File: config.mk
export PLATFORM = sky130hd
export DESIGN_NAME = phy_cfg_led_combine
export DESIGN_NICKNAME = d
export VERILOG_FILES = /design/src/pkg/phy_cfg_pkg.sv /design/src/rtl/phy_cfg_led_combine.sv
export SDC_FILE = /design/constraint.sdc
export NUM_CORES = 1
export LEC_CHECK = 0
export ABC_AREA = 0
export BUFFER_PORTS_ARGS = -buffer_cell sky130_fd_sc_hd__buf_2
export CAP_MARGIN = 20
export CORE_MARGIN = 10
export CORE_UTILIZATION = 35
export DETAILED_ROUTE_END_ITERATION = 12
export PLACE_DENSITY = 0.57
export RECOVER_POWER = 100
export SETUP_SLACK_MARGIN = 0.05
export SLEW_MARGIN = 0
export SYNTH_ARGS = -nofsm -noshare
export SYNTH_HDL_FRONTEND = slang
export SYNTH_SLANG_ARGS = --single-unit
File: constraint.sdc
create_clock -name sys_clk -period 3.95 [get_ports sys_clk]
set_clock_uncertainty 0.1 [all_clocks]
set_input_delay 0.1975 -clock sys_clk [delete_from_list [all_inputs] [get_ports sys_clk]]
set_output_delay 0.1975 -clock sys_clk [all_outputs]
set_load 0.005 [all_outputs]
File: src/pkg/phy_cfg_pkg.sv
// Purpose: Constants for PHY digital/transmit configuration and LED combine
// Assumes: 125 MHz core clock, 5-bit management register addresses
// Notes: Stretch times are approximate nominal figures
`default_nettype none
package phy_cfg_pkg;
   // ==========================================
   // Register addresses
   localparam logic [4:0] ADDR_LED_CFG = 5'h14;
   localparam logic [4:0] ADDR_DIG_CFG = 5'h1a;
   localparam logic [4:0] ADDR_TX_CTL = 5'h1e;
   // ==========================================
   // Field positions
   localparam int DIG_DRIVE_BIT = 11;
   localparam int DIG_SYMERR_BIT = 9;
   localparam int TX_LOWPWR_BIT = 12;
   localparam int TX_RISE_LSB = 10;
   localparam int LED_STRETCH_EN_BIT = 1;
   localparam int LED_PERIOD_LSB = 2;
   localparam int LED3_LSB = 4;
   localparam int LED2_LSB = 8;
   localparam int LED1_LSB = 12;
   // ==========================================
   // Writable masks and reset values
   localparam logic [15:0] DIG_WMASK = 16'h0e00;
   localparam logic [15:0] TX_WMASK = 16'hffff;
   localparam logic [15:0] LED_WMASK = 16'hffff;
   localparam logic [15:0] DIG_RESET = 16'h0000;
   localparam logic [15:0] TX_RESET = 16'h0000;
   localparam logic [15:0] LED_RESET = 16'h0422;
   // ==========================================
   // LED mode codes
   typedef enum logic [3:0]
   {
      LED_LINK_RX = 4'b1100,
      LED_LINK_ACT = 4'b1101,
      LED_DPX_COL = 4'b1110,
      LED_OTHER = 4'b0000
   } led_mode_t;
   // ==========================================
   // Timing
   localparam int CLK_MHZ = 125;
   localparam int STRETCH0_MS = 30;
   localparam int STRETCH1_MS = 60;
   localparam int STRETCH2_MS = 100;
   localparam int CYC_PER_MS = CLK_MHZ * 1000;
   localparam int STRETCH0_CYC = STRETCH0_MS * CYC_PER_MS;
   localparam int STRETCH1_CYC = STRETCH1_MS * CYC_PER_MS;
   localparam int STRETCH2_CYC = STRETCH2_MS * CYC_PER_MS;
endpackage
`default_nettype wire

File: src/rtl/phy_cfg_led_combine.sv
// Purpose: Digital config, transmit control and combined-mode LED drivers
// Assumes: Management write strobe on sys_clk, reads decoded from regAddr; status from core logic
// Notes: Non-combined LED codes are served elsewhere; here LED is low
`timescale 1ns/100ps
`default_nettype none
module phy_cfg_led_combine #(
   parameter int NUM_LEDS = 3,
   parameter int STRETCH0 = phy_cfg_pkg::STRETCH0_CYC,
   parameter int STRETCH1 = phy_cfg_pkg::STRETCH1_CYC,
   parameter int STRETCH2 = phy_cfg_pkg::STRETCH2_CYC
) (
   input wire logic sys_clk,
   input wire logic rst_b,
   input wire logic regWrite,
   input wire logic [4:0] regAddr,
   input wire logic [15:0] regWrData,
   output logic [15:0] regRdData,
   input wire logic rxErrNormal,
   input wire logic symbolErr,
   input wire logic [1:0] txSymbol,
   output logic miiRxErr,
   output logic miiDriveHigh,
   output logic txLowPower,
   output logic [1:0] txLineSymbol,
   output logic [1:0] txRiseSelect,
   input wire logic linkUp,
   input wire logic fullDuplex,
   input wire logic rxEvent,
   input wire logic actEvent,
   input wire logic colEvent,
   output logic [NUM_LEDS-1:0] ledOn
);
   // Elaboration check of parameters
   generate
      if (NUM_LEDS < 1 || NUM_LEDS > 3 || STRETCH0 < 1 || STRETCH1 < 1
          || STRETCH2 < 1)
      begin : gBadParam
         $error("Unsupported parameter values");
      end
   endgenerate

   // ==========================================
   // Registers
   logic [15:0] digCfg_q, digCfg_d;
   logic [15:0] txCtl_q, txCtl_d;
   logic [15:0] ledCfg_q, ledCfg_d;

   always_comb
   begin
      digCfg_d = digCfg_q;
      txCtl_d = txCtl_q;
      ledCfg_d = ledCfg_q;
      if (regWrite)
      begin
         case (regAddr)
            phy_cfg_pkg::ADDR_DIG_CFG:
               digCfg_d = regWrData & phy_cfg_pkg::DIG_WMASK;
            phy_cfg_pkg::ADDR_TX_CTL:
               txCtl_d = regWrData & phy_cfg_pkg::TX_WMASK;
            phy_cfg_pkg::ADDR_LED_CFG:
               ledCfg_d = regWrData & phy_cfg_pkg::LED_WMASK;
            default:
               digCfg_d = digCfg_q;
         endcase
      end
   end

   always_ff @(posedge sys_clk or negedge rst_b)
   begin
      if (!rst_b)
      begin
         digCfg_q <= phy_cfg_pkg::DIG_RESET;
         txCtl_q <= phy_cfg_pkg::TX_RESET;
         ledCfg_q <= phy_cfg_pkg::LED_RESET;
      end
      else
      begin
         digCfg_q <= digCfg_d;
         txCtl_q <= txCtl_d;
         ledCfg_q <= ledCfg_d;
      end
   end

   always_comb
   begin
      case (regAddr)
         phy_cfg_pkg::ADDR_DIG_CFG: regRdData = digCfg_q;
         phy_cfg_pkg::ADDR_TX_CTL: regRdData = txCtl_q;
         phy_cfg_pkg::ADDR_LED_CFG: regRdData = ledCfg_q;
         default: regRdData = 16'h0000;
      endcase
   end

   // ==========================================
   // Datapath outputs
   logic miiRxErr_q, miiRxErr_d;
   logic [1:0] txLine_q, txLine_d;
   logic symErrEn, lowPwr;

   assign symErrEn = digCfg_q[phy_cfg_pkg::DIG_SYMERR_BIT];
   assign lowPwr = txCtl_q[phy_cfg_pkg::TX_LOWPWR_BIT];

   always_comb
   begin
      miiRxErr_d = symErrEn ? symbolErr : rxErrNormal;
      txLine_d = lowPwr ? 2'h0 : txSymbol;
   end

   always_ff @(posedge sys_clk or negedge rst_b)
   begin
      if (!rst_b)
      begin
         miiRxErr_q <= 1'b0;
         txLine_q <= 2'h0;
      end
      else
      begin
         miiRxErr_q <= miiRxErr_d;
         txLine_q <= txLine_d;
      end
   end

   assign miiRxErr = miiRxErr_q;
   assign txLineSymbol = txLine_q;
   assign miiDriveHigh = digCfg_q[phy_cfg_pkg::DIG_DRIVE_BIT];
   assign txLowPower = lowPwr;
   assign txRiseSelect = txCtl_q[phy_cfg_pkg::TX_RISE_LSB +: 2];

   // ==========================================
   // Status input synchronisers
   logic [4:0] syncA_q, syncB_q;

   always_ff @(posedge sys_clk or negedge rst_b)
   begin
      if (!rst_b)
      begin
         syncA_q <= 5'h00;
         syncB_q <= 5'h00;
      end
      else
      begin
         syncA_q <= {linkUp, fullDuplex, rxEvent, actEvent, colEvent};
         syncB_q <= syncA_q;
      end
   end

   // ==========================================
   // Stretch period decode
   logic [1:0] periodSel;
   logic [31:0] stretchLen;

   assign periodSel = ledCfg_q[phy_cfg_pkg::LED_PERIOD_LSB +: 2];

   always_comb
   begin
      case (periodSel)
         2'b00: stretchLen = 32'(STRETCH0);
         2'b01: stretchLen = 32'(STRETCH1);
         2'b10: stretchLen = 32'(STRETCH2);
         default: stretchLen = 32'(STRETCH0);
      endcase
   end

   function automatic logic [3:0] ledCode(input logic [15:0] cfg,
                                          input int idx);
      logic [3:0] code;
      code = 4'h0;
      case (idx)
         0: code = cfg[phy_cfg_pkg::LED1_LSB +: 4];
         1: code = cfg[phy_cfg_pkg::LED2_LSB +: 4];
         default: code = cfg[phy_cfg_pkg::LED3_LSB +: 4];
      endcase
      return code;
   endfunction

   // ==========================================
   // Per-LED combine logic
   genvar g;
   generate
      for (g = 0; g < NUM_LEDS; g++)
      begin : gLed
         logic [31:0] cnt_q, cnt_d;
         logic led_q, led_d;
         logic primary, secondary, combined;
         logic [3:0] code;

         assign code = ledCode(ledCfg_q, g);

         always_comb
         begin
            combined = 1'b1;
            case (code)
               phy_cfg_pkg::LED_LINK_RX:
               begin
                  primary = syncB_q[4];
                  secondary = syncB_q[2];
               end
               phy_cfg_pkg::LED_LINK_ACT:
               begin
                  primary = syncB_q[4];
                  secondary = syncB_q[1];
               end
               phy_cfg_pkg::LED_DPX_COL:
               begin
                  primary = syncB_q[3];
                  secondary = syncB_q[0];
               end
               default:
               begin
                  primary = 1'b0;
                  secondary = 1'b0;
                  combined = 1'b0;
               end
            endcase
            if (!combined)
               cnt_d = 32'h0000_0000;
            else if (secondary)
               cnt_d = stretchLen;
            else if (cnt_q != 32'h0000_0000)
               cnt_d = cnt_q - 32'h0000_0001;
            else
               cnt_d = cnt_q;
            led_d = combined & (primary ^ (cnt_d != 32'h0000_0000));
         end

         always_ff @(posedge sys_clk or negedge rst_b)
         begin
            if (!rst_b)
            begin
               cnt_q <= 32'h0000_0000;
               led_q <= 1'b0;
            end
            else
            begin
               cnt_q <= cnt_d;
               led_q <= led_d;
            end
         end

         assign ledOn[g] = led_q;
      end
   endgenerate
endmodule
`default_nettype wire

==> summary.md <==
| Metric | Value |
|---|---|
| Status | `finished, violations left` |
| Failing checks | `capacitance limit, slew limit` |
| Die span in y | `173 um` |
| Hold Path Cell Cnt | `3` |
| Fin. Hold Viols | `0` |
| DRC viols | `0` |
| Htree depth | `4` |
| Critical Path RT | `4.21 ns` |
| Critical Path Source Type | `flip-flop` |
| Antenna cells | `0` |
| Post-synth net total | `862` |
| CTS tree | `done` |
| Fraction of layout cells with a size suffix above 1 | `16.5%` |
| Crit share post-route | `94.2%` |
| Total clock sinks | `147` |
| CP Capture Type | `flip-flop` |
| Hold Path Sink | `digCfg_q[10]` |
| 1st-pass router iterations | `7` |
| Register area share after synthesis | `45.1%` |
| Final worst path period need | `3.72 ns` |
| Syn-to-layout area delta | `18.9%` |
| Ys async rst share | `100%` |
| Synth Instances | `819` |
| Post-synth top area share | `44.1%` |
| WL/cell | `18.2 um` |
| Skew-Pair Late Insertion Delay | `0.44 ns` |
| Worst-case clock buffer depth | `2` |
| CP max stage cell | `o31ai_1` |
| Initial antenna violation count | `0` |
| Final-report setup violation count | `0` |
| First-pass GRT wire length | `37200 um` |
| Setup TNS | `0 ns` |
| Most frequent cell after synthesis | `dfrtp_1` |
| RSZ-0062 raised after global routing | `no` |
| Hold_ws | `0.203 ns` |
| Reg clk slew, reported paths | `0.07 ns` |
| Post-synth top flop | `dfrtp_1` |
| Post-route ant nets | `0` |
| Post-layout nets | `960` |
| Die ar. | `0.0298 mm2` |
| Synth top area cells | `dfrtp_1 (44%), mux2_2 (5.4%), xor2_1 (3.9%), nor2_1 (3.0%), a21oi_1 (2.9%)` |
| # rows | `55` |
| Total congestion overflow | `0` |
| CP Max Fanout | `6` |
| Core area | `0.0228 mm2` |
| List of most frequent post-synthesis cells | `dfrtp_1 (144), nor2_1 (66), a21oi_1 (47), nand2_1 (42), mux2_2 (39)` |
| CP cell instances | `or3_1, or4_1, o31ai_1, xor2_1, a2bb2oi_1, o2111ai_1, or4_1, nor4_1, xnor2_1` |
| Largest net degree at the start of global routing | `82` |
| Die Span X | `173 um` |
| Number of synthesized flops with an enable pin | `0` |
| Reg2Reg Setup Slack | `0.23 ns` |
| Worst Reg2Reg Path Length in Cells | `9` |
| Cell taking the most area after synthesis | `dfrtp_1` |
| TritonCTS Buffers | `17` |
| Vias in the first global route | `6816` |
| I/O Pins | `59` |
| Initial Util | `35.8%` |
| Most used cell, CP | `or4_1` |
| Seq cells post-synth | `147` |
| Data arrival time of the critical path | `3.98 ns` |
| DRT iter0 DRCs | `425` |
| Placed instance area | `0.00894 mm2` |
| Worst R2R End | `gLed[2].led_q` |
| FMAX | `269 MHz` |
| Worst slew pin tran | `2.87 ns` |
| Hold Startpoint | `regWrite` |
| Post-route cell area | `0.00971 mm2` |
| Vias after detailed routing | `6830` |
| PortBufs | `58` |
| Max-slew headroom | `-91.2%` |
| CTS Root Buffer Type | `clkbuf_16` |
| Synth Cell Area | `0.00816 mm2` |
| Gr usage total | `15.0%` |
| Crit Path Class | `flip-flop to flip-flop` |
| Detail Placement HPWL | `16300 um` |
| Setup bufs post-CTS | `0` |
| Max Cap Viol | `1` |
| Synth warnings | `0` |
| Fillcell total | `2195` |
| Vias per cell | `5.49` |
| Mean Syn Cell Area | `9.97 um2` |
| R2R Path Start | `gLed[2].cnt_q[15]` |
| Worst hold path type | `input pin to flip-flop` |
| Slowest stage delay, CP | `0.57 ns` |
| Cell variety after synth | `69` |
| GPL Wtd Cong | `0.869` |
| Final WL | `22600 um` |
| Max Slew Vio Count | `68` |
## cells by family (layout without fill, tap and decap cells)
kind of cell,after synthesis,after routing,share of synthesized area [%]
adder cells (fa/ha/maj),10,10,1.53
buffers and inverters,59,170,3.11
AO/OA/AOI/OAI,175,175,14.7
multiplexers,43,43,5.87
flip-flops,147,147,45.1
AND/OR/NAND/NOR,324,324,23.1
XOR/XNOR,61,61,6.54
## sequential cells by signal, indices dropped and copies added, names as in the netlist
signal        flops
gLed.cnt_q       96
ledCfg_q         16
txCtl_q          16
syncA_q           5
syncB_q           5
digCfg_q          3
gLed.led_q        3
txLineSymbol      2
miiRxErr          1
## layout make-up
cell class / count / area (um2) / share of cell area [%]
clock buffers: 17 / 425 / 4.38
clock inverters: 15 / 170 / 1.75
inverters: 22 / 82.6 / 0.851
multi-input cells: 613 / 4220 / 43.5
flip-flops and latches: 147 / 3680 / 37.9
well taps: 313 / 392 / 4.04
repair buffers: 116 / 731 / 7.53
## per-stage QoR
stage               cells  util (%)  setup WS [ns]
floorplan             819         -          0.517
global placement     1185      39.2          0.178
detailed placement   1185      39.2         0.0854
CTS                  1243      43.0         0.0609
global route         1243      42.6         0.0414
finish               1243      42.6          0.230
## worst max path at each step
stage | end | startpoint | cells after the start
global route | gLed[1].led_q | gLed[1].cnt_q[15] | 10
global placement | gLed[0].led_q | gLed[0].cnt_q[0] | 11
detailed placement | gLed[0].led_q | gLed[0].cnt_q[0] | 11
CTS | gLed[0].led_q | gLed[0].cnt_q[0] | 11
floorplan | gLed[0].led_q | gLed[0].cnt_q[0] | 11
finish | gLed[2].led_q | gLed[2].cnt_q[15] | 9
## layout by cell type, fill, tap and decap left out, drive strengths merged, types with 5 or more instances in the layout
cell	instances
a21o	5
a21oi	47
a22o	13
a31oi	22
and2	11
buf	54
clkbuf	52
clkinv	5
dfrtp	144
dlygate4sd3	26
ha	10
inv	29
mux2	39
nand2	42
nand2b	9
nand3	17
nand3b	8
nand4	12
nand4b	5
nor2	66
nor3	29
nor4	42
nor4b	6
o211ai	9
o21ai	23
o31ai	15
or2	8
or3	26
or4	29
xnor2	25
xor2	36
## layer usage
metal / up-vias / GRT usage, % / share of wire, % / wire length, um
met5: - / 0 / 0 / 0
met4: 0 / 3.92 / 0.95 / 214
met3: 19 / 3.01 / 3.3 / 754
met2: 123 / 23.6 / 47 / 10600
met1: 3399 / 20.7 / 49 / 11000
li1: 3289 / - / - / -
## worst max-delay path, delay by kind of cell, from the launching register on
family | cells | cell delay [ns]
AND/OR/NAND/NOR | 4 | 1.75
AO/OA/AOI/OAI | 3 | 0.97
flip-flops | 1 | 0.41
XOR/XNOR | 2 | 0.40
## timing repair
| item | in CTS | in global routing |
|---|---|---|
| endpoints found under the setup margin | 0 | 1 |
| gates resized for setup | 0 | 3 |
| hold buffers | 26 | 0 |
| hold endpoints to repair | 106 | 0 |
Power is left out: the tool's default activity adds up to more than one toggle a clock period on the data nets, which glitch-free logic cannot reach.
